[config.mk]
export PLATFORM = sky130hd
export DESIGN_NAME = temp_monitor_core
export DESIGN_NICKNAME = d
export VERILOG_FILES = /design/src/hw/temp_mon_pkg.sv /design/src/hw/temp_code_formatter.sv /design/src/hw/temp_monitor_core.sv
export SDC_FILE = /design/constraint.sdc
export NUM_CORES = 1
export LEC_CHECK = 0
export BUFFER_PORTS_ARGS = -buffer_cell sky130_fd_sc_hd__buf_2
export CAP_MARGIN = 20
export CORE_AREA = 4 4 165 167
export CTS_BUF_LIST = sky130_fd_sc_hd__clkbuf_4
export DETAILED_ROUTE_END_ITERATION = 10
export DIE_AREA = 0 0 169 171
export HOLD_SLACK_MARGIN = 0.12
export SLEW_MARGIN = 20
export SYNTH_ARGS = -nofsm -noshare
export SYNTH_HDL_FRONTEND = slang
export SYNTH_SLANG_ARGS = --single-unit
[constraint.sdc]
create_clock -name i_clk_sys -period 5.8 [get_ports i_clk_sys]
set_input_delay 0.58 -clock i_clk_sys [delete_from_list [all_inputs] [get_ports i_clk_sys]]
set_output_delay 0.58 -clock i_clk_sys [all_outputs]
set_load 0.02 [all_outputs]
[src/hw/temp_mon_pkg.sv]
// shared constants, register map and state types of the temperature monitor back end
package temp_mon_pkg;
  // clock and conversion timing
  localparam int unsigned CLK_HZ = 10_000_000;
  localparam int unsigned CONV_SLOWEST_S = 16;
  localparam int unsigned CONV_SLOWEST_CYC = CONV_SLOWEST_S * CLK_HZ;
  // serial bus slave address, value is arbitrary
  localparam logic [6:0] DEV_ADDR_DEF = 7'h2A;
  // register pointer values
  localparam logic [7:0] A_LOCAL = 8'h00;
  localparam logic [7:0] A_REM_HI = 8'h01;
  localparam logic [7:0] A_STATUS = 8'h02;
  localparam logic [7:0] A_CFG_RD = 8'h03;
  localparam logic [7:0] A_RATE_RD = 8'h04;
  localparam logic [7:0] A_CFG_WR = 8'h09;
  localparam logic [7:0] A_RATE_WR = 8'h0A;
  localparam logic [7:0] A_REM_LO = 8'h10;
  localparam logic [7:0] A_LIM_BASE = 8'h20;
  localparam logic [7:0] A_LIM_LAST = 8'h25;
  // limit array slots: local high, low, overtemp_output, remote high, low, overtemp_output
  localparam int LIM_NUM = 6;
  localparam int LIM_LH = 0;
  localparam int LIM_LL = 1;
  localparam int LIM_LT = 2;
  localparam int LIM_RH = 3;
  localparam int LIM_RL = 4;
  localparam int LIM_RT = 5;
  localparam logic [7:0] LIM_RST [0:LIM_NUM-1] = '{8'h55, 8'h00, 8'h55, 8'h55, 8'h00, 8'h55};
  // configuration fields
  localparam int CFG_RANGE = 2;
  localparam int CFG_PIN_MODE = 5;
  localparam int CFG_STOP = 6;
  localparam int CFG_MASK = 7;
  localparam logic [7:0] CFG_RST = 8'h00;
  localparam logic [7:0] CFG_WR_MASK = 8'hE4;
  // conversion rate field
  localparam logic [7:0] RATE_RST = 8'h08;
  localparam logic [7:0] RATE_WR_MASK = 8'h0F;
  localparam logic [3:0] RATE_MAX = 4'hA;
  localparam logic [3:0] RATE_NO_AVG = 4'h8;
  localparam logic [3:0] AVG_LAST = 4'hF;
  // status bit positions
  localparam int ST_LTHERM = 0;
  localparam int ST_RTHERM = 1;
  localparam int ST_FAULT = 2;
  localparam int ST_RLOW = 3;
  localparam int ST_RHIGH = 4;
  localparam int ST_LLOW = 5;
  localparam int ST_LHIGH = 6;
  // result coding, values in quarter degrees
  localparam logic signed [12:0] EXT_OFFSET_Q = 13'sh0100;
  localparam logic [9:0] CODE_MAX_BIN = 10'h1FF;
  localparam logic [9:0] CODE_MAX_EXT = 10'h3FF;
  // state types
  typedef enum logic [2:0] {
    BUS_IDLE, BUS_ADDR, BUS_ADDR_ACK, BUS_WR, BUS_WR_ACK, BUS_RD, BUS_RD_ACK
  } bus_state_t;
  typedef enum logic [1:0] {CV_IDLE, CV_LOCAL, CV_REMOTE} conv_state_t;
endpackage

[src/hw/temp_code_formatter.sv]
// converts a signed quarter-degree result into plain or offset binary with clamping
`timescale 1ns/1ns
module temp_code_formatter (
  // raw result and range select
  input wire logic signed [11:0] i_quarters,
  input wire logic i_ext_range,
  // integer byte in [9:2], half and quarter degree in [1:0]
  output logic [9:0] o_code
);
  logic signed [12:0] shifted;
  logic [9:0] code_max;

  // offset by 64 degrees in extended range, then clamp to the range ends
  always_comb begin
    shifted = {i_quarters[11], i_quarters};
    code_max = temp_mon_pkg::CODE_MAX_BIN;
    if (i_ext_range) begin
      shifted = shifted + temp_mon_pkg::EXT_OFFSET_Q;
      code_max = temp_mon_pkg::CODE_MAX_EXT;
    end
    if (shifted < 13'sh0000) begin
      o_code = 10'h000;
    end else if (shifted > $signed({3'h0, code_max})) begin
      o_code = code_max;
    end else begin
      o_code = shifted[9:0];
    end
  end
endmodule

[src/hw/temp_monitor_core.sv]
// digital back end of a dual channel temperature monitor with a two-wire register port
//
// Summary of operation
// converter free runs, alternating local and remote, storing each result.
// results compared with high, low and over-temperature limits; flags in status.
// above high or at/below low limit asserts alarm when pin is in alarm mode.
// a remote diode fault also asserts the alarm output.
// either result above its over-temperature limit drives the over-temp output low.
// software may switch the alarm pin into a second over-temperature output.
// slow rates store the average of sixteen measurements; 16/32/64 per second don't.
// local result is one byte at pointer 0x00, one degree per step.
// remote result is high byte 0x01 and low byte 0x10, quarter degree steps.
// remote low byte: bit 7 half degree, bit 6 quarter, other bits zero.
// reading the remote low byte first freezes the high byte until it is read.
// configuration bit 2 selects 0..127 or extended -64..191 degree range.
// after a range change the next measurement gives a result in the new range.
// on a shorted remote diode the remote result keeps the last good value.
// plain binary in default range, offset binary (+64) in extended range.
// in plain binary, below zero reads 0 and above 127 reads 127.
// range may switch anytime; next result uses new format, limits untouched.
// host rewrites limits in the new format after a range change.
// every register readable; limits and configuration writable over the bus.
// first byte of a write loads the pointer; later bytes and reads use it.
// configuration is read at 0x03 and written at 0x09.
// while frozen, new remote results do not reach the high byte; high read releases.
`timescale 1ns/1ns
module temp_monitor_core #(
  parameter int unsigned P_CONV_SLOWEST_CYC = temp_mon_pkg::CONV_SLOWEST_CYC,
  parameter logic [6:0] P_DEV_ADDR = temp_mon_pkg::DEV_ADDR_DEF
) (
  // clock and reset
  input wire logic i_clk_sys,
  input wire logic i_rst_n,
  // two-wire bus pins, data driven low while o_sda_oe is high
  input wire logic i_scl,
  input wire logic i_sda,
  output logic o_sda_out,
  output logic o_sda_oe,
  // converter handshake
  output logic o_conv_start,
  output logic o_conv_remote,
  input wire logic i_conv_done,
  input wire logic signed [11:0] i_conv_sample,
  input wire logic i_diode_fault,
  // open-drain outputs, pin pulled low while enable is high
  output logic o_alarm_oe,
  output logic o_overtemp_oe
);
  // pin synchronisers; stage 3 only feeds edge detection
  logic scl_s1_q, scl_s2_q, scl_s3_q, sda_s1_q, sda_s2_q, sda_s3_q;
  always_ff @(posedge i_clk_sys or negedge i_rst_n) begin
    if (!i_rst_n) begin
      {scl_s1_q, scl_s2_q, scl_s3_q} <= 3'h7;
      {sda_s1_q, sda_s2_q, sda_s3_q} <= 3'h7;
    end else begin
      {scl_s1_q, scl_s2_q, scl_s3_q} <= {i_scl, scl_s1_q, scl_s2_q};
      {sda_s1_q, sda_s2_q, sda_s3_q} <= {i_sda, sda_s1_q, sda_s2_q};
    end
  end

  logic scl_rise, scl_fall, bus_start, bus_stop;
  assign scl_rise = scl_s2_q & ~scl_s3_q;
  assign scl_fall = ~scl_s2_q & scl_s3_q;
  assign bus_start = scl_s2_q & scl_s3_q & sda_s3_q & ~sda_s2_q;
  assign bus_stop = scl_s2_q & scl_s3_q & ~sda_s3_q & sda_s2_q;

  // bus slave and register state
  temp_mon_pkg::bus_state_t bus_st_q, bus_st_d;
  logic [3:0] bit_cnt_q, bit_cnt_d;
  logic [7:0] shift_q, shift_d, ptr_q, ptr_d, cfg_q, cfg_d, rate_q, rate_d;
  logic rw_q, rw_d, first_q, first_d, sda_oe_q, sda_oe_d, freeze_q, freeze_d;
  logic [7:0] lim_q [0:temp_mon_pkg::LIM_NUM-1];
  logic [7:0] lim_d [0:temp_mon_pkg::LIM_NUM-1];
  logic load_rd;
  logic [7:0] rd_byte;

  // core state
  temp_mon_pkg::conv_state_t cv_st_q, cv_st_d;
  logic [31:0] timer_q, timer_d, period;
  logic [3:0] n_q, n_d, rate_code, last_n;
  logic signed [15:0] sum_q, sum_d, total;
  logic seen_flt_q, seen_flt_d, start_q, start_d, remote_q, remote_d;
  logic [7:0] l_code_q, l_code_d, r_hi_q, r_hi_d, status_q, status_d;
  logic [9:0] r_val_q, r_val_d, fmt_code;
  logic [1:0] r_lo_q, r_lo_d;
  logic fault_q, fault_d, alarm_q, alarm_d, overtemp_output_q, overtemp_output_d, store_l, store_r;
  logic signed [11:0] avg_q4;

  // read multiplexer over the pointer
  always_comb begin
    unique case (ptr_q)
      temp_mon_pkg::A_LOCAL: rd_byte = l_code_q;
      temp_mon_pkg::A_REM_HI: rd_byte = r_hi_q;
      temp_mon_pkg::A_REM_LO: rd_byte = {r_lo_q, 6'h00};
      temp_mon_pkg::A_STATUS: rd_byte = status_q;
      temp_mon_pkg::A_CFG_RD: rd_byte = cfg_q;
      temp_mon_pkg::A_RATE_RD: rd_byte = rate_q;
      default: begin
        if (ptr_q >= temp_mon_pkg::A_LIM_BASE && ptr_q <= temp_mon_pkg::A_LIM_LAST) begin
          rd_byte = lim_q[3'(ptr_q - temp_mon_pkg::A_LIM_BASE)];
        end else begin
          rd_byte = 8'h00; // unmapped pointer reads zero
        end
      end
    endcase
  end

  // bus slave: bits sampled on scl rise, data changed only on scl fall
  always_comb begin
    bus_st_d = bus_st_q;
    bit_cnt_d = bit_cnt_q;
    shift_d = shift_q;
    ptr_d = ptr_q;
    cfg_d = cfg_q;
    rate_d = rate_q;
    rw_d = rw_q;
    first_d = first_q;
    sda_oe_d = sda_oe_q;
    freeze_d = freeze_q;
    lim_d = lim_q;
    load_rd = 1'b0;
    if (bus_stop) begin
      bus_st_d = temp_mon_pkg::BUS_IDLE;
      sda_oe_d = 1'b0;
    end else if (bus_start) begin
      bus_st_d = temp_mon_pkg::BUS_ADDR;
      bit_cnt_d = 4'h0;
      sda_oe_d = 1'b0;
    end else begin
      unique case (bus_st_q)
        temp_mon_pkg::BUS_IDLE: ;
        temp_mon_pkg::BUS_ADDR, temp_mon_pkg::BUS_WR: begin
          if (scl_rise) begin
            shift_d = {shift_q[6:0], sda_s2_q};
            bit_cnt_d = bit_cnt_q + 4'h1;
          end else if (scl_fall && bit_cnt_q == 4'h8) begin
            sda_oe_d = 1'b1; // acknowledge
            if (bus_st_q == temp_mon_pkg::BUS_WR) begin
              bus_st_d = temp_mon_pkg::BUS_WR_ACK;
              first_d = 1'b0;
              if (first_q) begin
                ptr_d = shift_q;
              end else if (ptr_q == temp_mon_pkg::A_CFG_WR) begin
                cfg_d = shift_q & temp_mon_pkg::CFG_WR_MASK;
              end else if (ptr_q == temp_mon_pkg::A_RATE_WR) begin
                rate_d = shift_q & temp_mon_pkg::RATE_WR_MASK;
              end else if (ptr_q >= temp_mon_pkg::A_LIM_BASE &&
                           ptr_q <= temp_mon_pkg::A_LIM_LAST) begin
                lim_d[3'(ptr_q - temp_mon_pkg::A_LIM_BASE)] = shift_q;
              end
            end else if (shift_q[7:1] == P_DEV_ADDR) begin
              bus_st_d = temp_mon_pkg::BUS_ADDR_ACK;
              rw_d = shift_q[0];
            end else begin
              bus_st_d = temp_mon_pkg::BUS_IDLE; // not ours, stay off the line
              sda_oe_d = 1'b0;
            end
          end
        end
        temp_mon_pkg::BUS_ADDR_ACK: begin
          if (scl_fall) begin
            bit_cnt_d = 4'h0;
            first_d = 1'b1;
            sda_oe_d = 1'b0;
            bus_st_d = temp_mon_pkg::BUS_WR;
            load_rd = rw_q;
          end
        end
        temp_mon_pkg::BUS_WR_ACK: begin
          if (scl_fall) begin
            sda_oe_d = 1'b0;
            bit_cnt_d = 4'h0;
            bus_st_d = temp_mon_pkg::BUS_WR;
          end
        end
        temp_mon_pkg::BUS_RD: begin
          if (scl_rise) begin
            bit_cnt_d = bit_cnt_q + 4'h1;
          end else if (scl_fall) begin
            if (bit_cnt_q == 4'h8) begin
              sda_oe_d = 1'b0;
              bus_st_d = temp_mon_pkg::BUS_RD_ACK;
            end else begin
              shift_d = {shift_q[6:0], 1'b0};
              sda_oe_d = ~shift_q[6];
            end
          end
        end
        temp_mon_pkg::BUS_RD_ACK: begin
          if (scl_rise && sda_s2_q) begin
            bus_st_d = temp_mon_pkg::BUS_IDLE; // master ended the read
          end else if (scl_fall) begin
            load_rd = 1'b1; // same pointer again, no auto increment
          end
        end
      endcase
    end
    // start a read byte; low byte read locks the high byte
    if (load_rd) begin
      bus_st_d = temp_mon_pkg::BUS_RD;
      bit_cnt_d = 4'h0;
      shift_d = rd_byte;
      sda_oe_d = ~rd_byte[7];
      if (ptr_q == temp_mon_pkg::A_REM_LO) begin
        freeze_d = 1'b1;
      end else if (ptr_q == temp_mon_pkg::A_REM_HI) begin
        freeze_d = 1'b0;
      end
    end
  end

  always_ff @(posedge i_clk_sys or negedge i_rst_n) begin
    if (!i_rst_n) begin
      bus_st_q <= temp_mon_pkg::BUS_IDLE;
      bit_cnt_q <= 4'h0;
      shift_q <= 8'h00;
      ptr_q <= temp_mon_pkg::A_LOCAL;
      cfg_q <= temp_mon_pkg::CFG_RST;
      rate_q <= temp_mon_pkg::RATE_RST;
      rw_q <= 1'b0;
      first_q <= 1'b0;
      sda_oe_q <= 1'b0;
      freeze_q <= 1'b0;
      lim_q <= temp_mon_pkg::LIM_RST;
    end else begin
      bus_st_q <= bus_st_d;
      bit_cnt_q <= bit_cnt_d;
      shift_q <= shift_d;
      ptr_q <= ptr_d;
      cfg_q <= cfg_d;
      rate_q <= rate_d;
      rw_q <= rw_d;
      first_q <= first_d;
      sda_oe_q <= sda_oe_d;
      freeze_q <= freeze_d;
      lim_q <= lim_d;
    end
  end

  // reserved rate codes run at the fastest rate
  assign rate_code = (rate_q[3:0] > temp_mon_pkg::RATE_MAX) ? temp_mon_pkg::RATE_MAX : rate_q[3:0];
  assign period = 32'(P_CONV_SLOWEST_CYC >> rate_code);
  assign last_n = (rate_code < temp_mon_pkg::RATE_NO_AVG) ? temp_mon_pkg::AVG_LAST : 4'h0;
  assign total = sum_q + 16'(i_conv_sample);
  // sixteen samples divide by shifting; a single sample passes unchanged
  assign avg_q4 = (last_n == temp_mon_pkg::AVG_LAST) ? total[15:4] : total[11:0];
  assign store_l = (cv_st_q == temp_mon_pkg::CV_LOCAL) && i_conv_done && n_q == last_n;
  assign store_r = (cv_st_q == temp_mon_pkg::CV_REMOTE) && i_conv_done && n_q == last_n;

  // range bit is taken at store time, so the next result follows a switch
  temp_code_formatter u_fmt (
    .i_quarters(avg_q4),
    .i_ext_range(cfg_q[temp_mon_pkg::CFG_RANGE]),
    .o_code(fmt_code)
  );

  // conversion sequencing, result store and limit comparison
  always_comb begin
    cv_st_d = cv_st_q;
    n_d = n_q;
    sum_d = sum_q;
    seen_flt_d = seen_flt_q;
    start_d = 1'b0;
    remote_d = remote_q;
    l_code_d = l_code_q;
    r_val_d = r_val_q;
    fault_d = fault_q;
    timer_d = (timer_q == 32'h0) ? period - 32'h1 : timer_q - 32'h1;
    unique case (cv_st_q)
      temp_mon_pkg::CV_IDLE: begin
        if (timer_q == 32'h0 && !cfg_q[temp_mon_pkg::CFG_STOP]) begin
          cv_st_d = temp_mon_pkg::CV_LOCAL;
          start_d = 1'b1;
          remote_d = 1'b0;
          n_d = 4'h0;
          sum_d = 16'sh0000;
        end
      end
      temp_mon_pkg::CV_LOCAL, temp_mon_pkg::CV_REMOTE: begin
        if (i_conv_done) begin
          start_d = 1'b1;
          n_d = n_q + 4'h1;
          sum_d = total;
          seen_flt_d = seen_flt_q | (remote_q & i_diode_fault);
          if (store_l) begin
            l_code_d = fmt_code[9:2];
            cv_st_d = temp_mon_pkg::CV_REMOTE;
            remote_d = 1'b1;
            n_d = 4'h0;
            sum_d = 16'sh0000;
            seen_flt_d = 1'b0;
          end else if (store_r) begin
            start_d = 1'b0;
            cv_st_d = temp_mon_pkg::CV_IDLE;
            fault_d = seen_flt_q | i_diode_fault;
            if (!(seen_flt_q | i_diode_fault)) begin
              r_val_d = fmt_code;
            end // a faulty diode leaves the last good result
          end
        end
      end
    endcase
    // lagging copies keep both bytes from one result; high byte waits while frozen
    // it also holds in the low read's own cycle, so a result landing then cannot split the pair
    r_lo_d = r_val_q[1:0];
    r_hi_d = (freeze_q | freeze_d) ? r_hi_q : r_val_q[9:2];
    // comparisons run continuously, so limit or mode changes in standby act too
    status_d = 8'h00;
    status_d[temp_mon_pkg::ST_LHIGH] = l_code_q > lim_q[temp_mon_pkg::LIM_LH];
    status_d[temp_mon_pkg::ST_LLOW] = l_code_q <= lim_q[temp_mon_pkg::LIM_LL];
    status_d[temp_mon_pkg::ST_LTHERM] = l_code_q > lim_q[temp_mon_pkg::LIM_LT];
    status_d[temp_mon_pkg::ST_RHIGH] = r_val_q > {lim_q[temp_mon_pkg::LIM_RH], 2'h0};
    status_d[temp_mon_pkg::ST_RLOW] = r_val_q <= {lim_q[temp_mon_pkg::LIM_RL], 2'h0};
    status_d[temp_mon_pkg::ST_RTHERM] = r_val_q > {lim_q[temp_mon_pkg::LIM_RT], 2'h0};
    status_d[temp_mon_pkg::ST_FAULT] = fault_q;
    overtemp_output_d = status_d[temp_mon_pkg::ST_LTHERM] | status_d[temp_mon_pkg::ST_RTHERM];
    if (cfg_q[temp_mon_pkg::CFG_PIN_MODE]) begin
      alarm_d = status_d[temp_mon_pkg::ST_LHIGH] | status_d[temp_mon_pkg::ST_RHIGH];
    end else begin
      alarm_d = ~cfg_q[temp_mon_pkg::CFG_MASK] & (|status_d[6:2]);
    end
  end

  always_ff @(posedge i_clk_sys or negedge i_rst_n) begin
    if (!i_rst_n) begin
      cv_st_q <= temp_mon_pkg::CV_IDLE;
      timer_q <= 32'h0;
      n_q <= 4'h0;
      sum_q <= 16'sh0000;
      seen_flt_q <= 1'b0;
      start_q <= 1'b0;
      remote_q <= 1'b0;
      l_code_q <= 8'h00;
      r_val_q <= 10'h000;
      r_hi_q <= 8'h00;
      r_lo_q <= 2'h0;
      fault_q <= 1'b0;
      status_q <= 8'h00;
      alarm_q <= 1'b0;
      overtemp_output_q <= 1'b0;
    end else begin
      cv_st_q <= cv_st_d;
      timer_q <= timer_d;
      n_q <= n_d;
      sum_q <= sum_d;
      seen_flt_q <= seen_flt_d;
      start_q <= start_d;
      remote_q <= remote_d;
      l_code_q <= l_code_d;
      r_val_q <= r_val_d;
      r_hi_q <= r_hi_d;
      r_lo_q <= r_lo_d;
      fault_q <= fault_d;
      status_q <= status_d;
      alarm_q <= alarm_d;
      overtemp_output_q <= overtemp_output_d;
    end
  end

  assign o_sda_out = 1'b0 & sda_oe_q; // open drain: only ever pulls low
  assign o_sda_oe = sda_oe_q;
  assign o_conv_start = start_q;
  assign o_conv_remote = remote_q;
  assign o_alarm_oe = alarm_q;
  assign o_overtemp_oe = overtemp_output_q;
endmodule

==> results.ini <==
[status]
outcome = finished, final reports clean

[cts]
cts.repair.resized = 0
cts-buffers-inserted = 17
clock-root-buffer = clkbuf_4
cts_tree = built
clk_pin_slew_ps = 150
cts.sinks = 184
ctsHtreeMaxLevel = 4
clock_path_buffers = 2
clk_latency_ps = 580

[layout]
final_net_count = 1310
syn_to_final_growth_pct = 6.261
stdcell_count = 1563
final_layout_size_suffix_gt1_share_pct = 14.10
final_util_pct = 47.06

[pwr]
peakVddDrop_mv = 0.2084
power_density_nw_per_um2 = 321.4
report.power.total_mw = 3.897
p_leak_nw = 5.136

[global_routing]
grt_pass1_wl_um = 48260
grt_pass1_vias = 8835
grt-ovfl-total = 0
grt.total_usage_pct = 20.62
grt_max_degree = 76
antenna_found_initial = 1

[sta]
max_freq_ghz = 0.2154
hold_viol = 0
worst_slew_margin_rel_pct = 28.71
finalSetupViolCount = 0
min_period_ps = 4643
rsz0062_at_grt = false
final.period_utilization_pct = 80.06
fin_setup_tns_ps = 0
slew_violations = 0
fin_skew_ps = 24.92
worst_pin_slew_ps = 1065
hold_ws_ps = 293.6

[worst_setup_path]
start_kind = flop
crit_cells = 11
critPathTopFamily = compound AO/OA/AOI/OAI gates
cp-end-kind = flop
crit_required_ps = 6300
r2r_cells = 11
arrival_ps = 5150
path_cells = inv_2 -> o21ai_0 -> ha_1 -> a2bb2oi_1 -> nand2_1 -> a2111oi_2 -> nand4_1 -> nor3_1 -> and2_1 -> o211a_1 -> xnor2_1
max_stage_delay_ps = 960
path_class = flop to flop
critPathBufInv = 1
cp_slowest_cell = dfstp_2
crit_fanout = 35

[worst_hold_path]
hold_path_depth = 3
hold_class = input pin to flop

[drt]
post_drt_wl_per_cell_um = 18.55
vias_per_cell = 5.768
vias = 9015
firstDrtPassIters = 5
totalWireLength_um = 28990
final_antenna_net_count = 0
drc_errors = 0
drt_iter0_markers = 784

[placed_design]
dp_cells = 1527
io_buffers = 22
place_congestion = 0.8999
place_hpwl_um = 21290

[floorplanning]
die_w_um = 169
start_util_pct = 44.29
core_um2 = 25760
dieHeight_um = 171
ios = 24
rows = 59
die_area_um2 = 28900

[synth]
synthTopCellsByArea = dfrtp_1 (35%), ha_1 (8.4%), dfstp_2 (5.3%)
synthSimpleGateAreaFrac_pct = 16.58
syn_area_per_cell_um2 = 9.438
async_reset_ff_share_pct = 100.0
yosysSeqAreaShare_pct = 40.60
synth_top_area_share_pct = 35.31
synth_fa_ha_area_share_pct = 8.618
synth_edf_count = 0
netlist_instances = 1209
yosysTopAreaCell = dfrtp_1
synth-xor-area-share_pct = 3.147
ys_types = 92
syn_area_um2 = 11410
synth_mux_area_share_pct = 7.785
ys_ff_latch = 184
synth_top_family_by_area = compound AO/OA/AOI/OAI gates
synth_compound_area_share_pct = 18.76
ys.warnings.count = 0
synth_nets = 1305
synthFlopType = dfrtp_1

[flow_run]
cap_viol_max_count = 0

[cells in the final DEF (no fill, tap or decap), types with 13 or more instances in the layout]
master	instances
buf_4	14
a211oi_1	14
buf_2	21
nand2_1	145
mux2i_1	19
inv_1	73
nor4_1	16
a31oi_1	29
nor2_1	76
o21ai_0	95
nand4_1	18
a21o_1	15
dfstp_2	23
nand3_1	34
o22ai_1	13
clkbuf_4	19
dfrtp_1	161
ha_1	77
nand2b_1	15
nor2b_1	13
nor3_1	21
mux2_2	46
xor2_1	21
a21oi_1	57
xnor2_1	20
[per-stage QoR]
step	setup slack, ps	instance area [µm²]
after floorplan	1738	11410
after global placement	1344	11840
after detailed placement	1214	11840
after CTS	1175	12120
after global routing	714.7	12130
final	1157	12130
[cells in the mapped netlist (19+ instances only)]
master and instances:
dfrtp_1 161, nand2_1 145, o21ai_0 95, ha_1 77
nor2_1 76, inv_1 73, a21oi_1 57, mux2_2 46
clkbuf_1 39, nand3_1 34, a31oi_1 29, dfstp_2 23
nor3_1 22, xor2_1 21, xnor2_1 20, mux2i_1 19
[worst register-to-register path, cell delays in order, from the launching register on]
cell       delay [ps]
dfstp_2           960
inv_2             370
o21ai_0           470
ha_1              470
a2bb2oi_1         280
nand2_1           120
a2111oi_2         540
nand4_1           400
nor3_1            390
and2_1            270
o211a_1           190
xnor2_1           110
[where the power goes]
group / total, mW / internal, mW / switching (mW)
clock network: 0.666 / 0.219 / 0.447
logic: 1.60 / 0.616 / 0.989
registers: 1.63 / 1.43 / 0.199
[path summary, 6_finish.rpt]
kind	start	to	slack [ps]
max in group asynchronous	i_rst_n	rate_q[0]	3980
min in group asynchronous	i_rst_n	lim_q[36]	550
min reg2reg	scl_s1_q	scl_s2_q	370
max	rate_q[3]	timer_q[25]	1160
min	i_conv_done	n_q[1]	290
max reg2reg	rate_q[3]	timer_q[25]	1160
[sequential cells by signal, indices dropped and copies added (netlist names), 7 cells and up]
signal,count
status_q,7
timer_q,32
ptr_q,8
r_hi_q,8
l_code_q,8
sum_q,16
r_val_q,10
shift_q,8
lim_q,48
[final cells by class]
type	count	area, µm²
diodes	1	2.502
clock buffers	19	142.6
clock inverters	13	106.4
fillers	2446	13640
inverters	76	285.3
multi-input cells	896	6282
flip-flops and latches	184	4633
well taps	335	419.2
repair buffers	39	254.0
[layer usage]
| layer | GRT usage, % | share of wire (%) | vias up |
|---|---|---|---|
| met4 | 5.390 | 1.8 | 0 |
| met5 | 0 | 0 | - |
| met1 | 28.79 | 47 | 4385 |
| met3 | 2.611 | 4.0 | 38 |
| met2 | 34.21 | 47 | 213 |
| li1 | - | - | 4379 |
[timing repair]
item / CTS / global route
endpoints found under the hold margin: 63 / 0
buffers inserted: 0 / 0
hold buffers: 3 / 0
[cell families (layout without fill, tap and decap cells)]
kind of cell	count (synthesis)	in the layout
AND/OR/NAND/NOR	386	386
adder cells (fa/ha/maj)	78	78
flip-flops	184	184
buffers and inverters	129	147
AO/OA/AOI/OAI	317	317
multiplexers	73	73
XOR/XNOR	41	41
other	1	2
(Power assumes the default switching activity.)
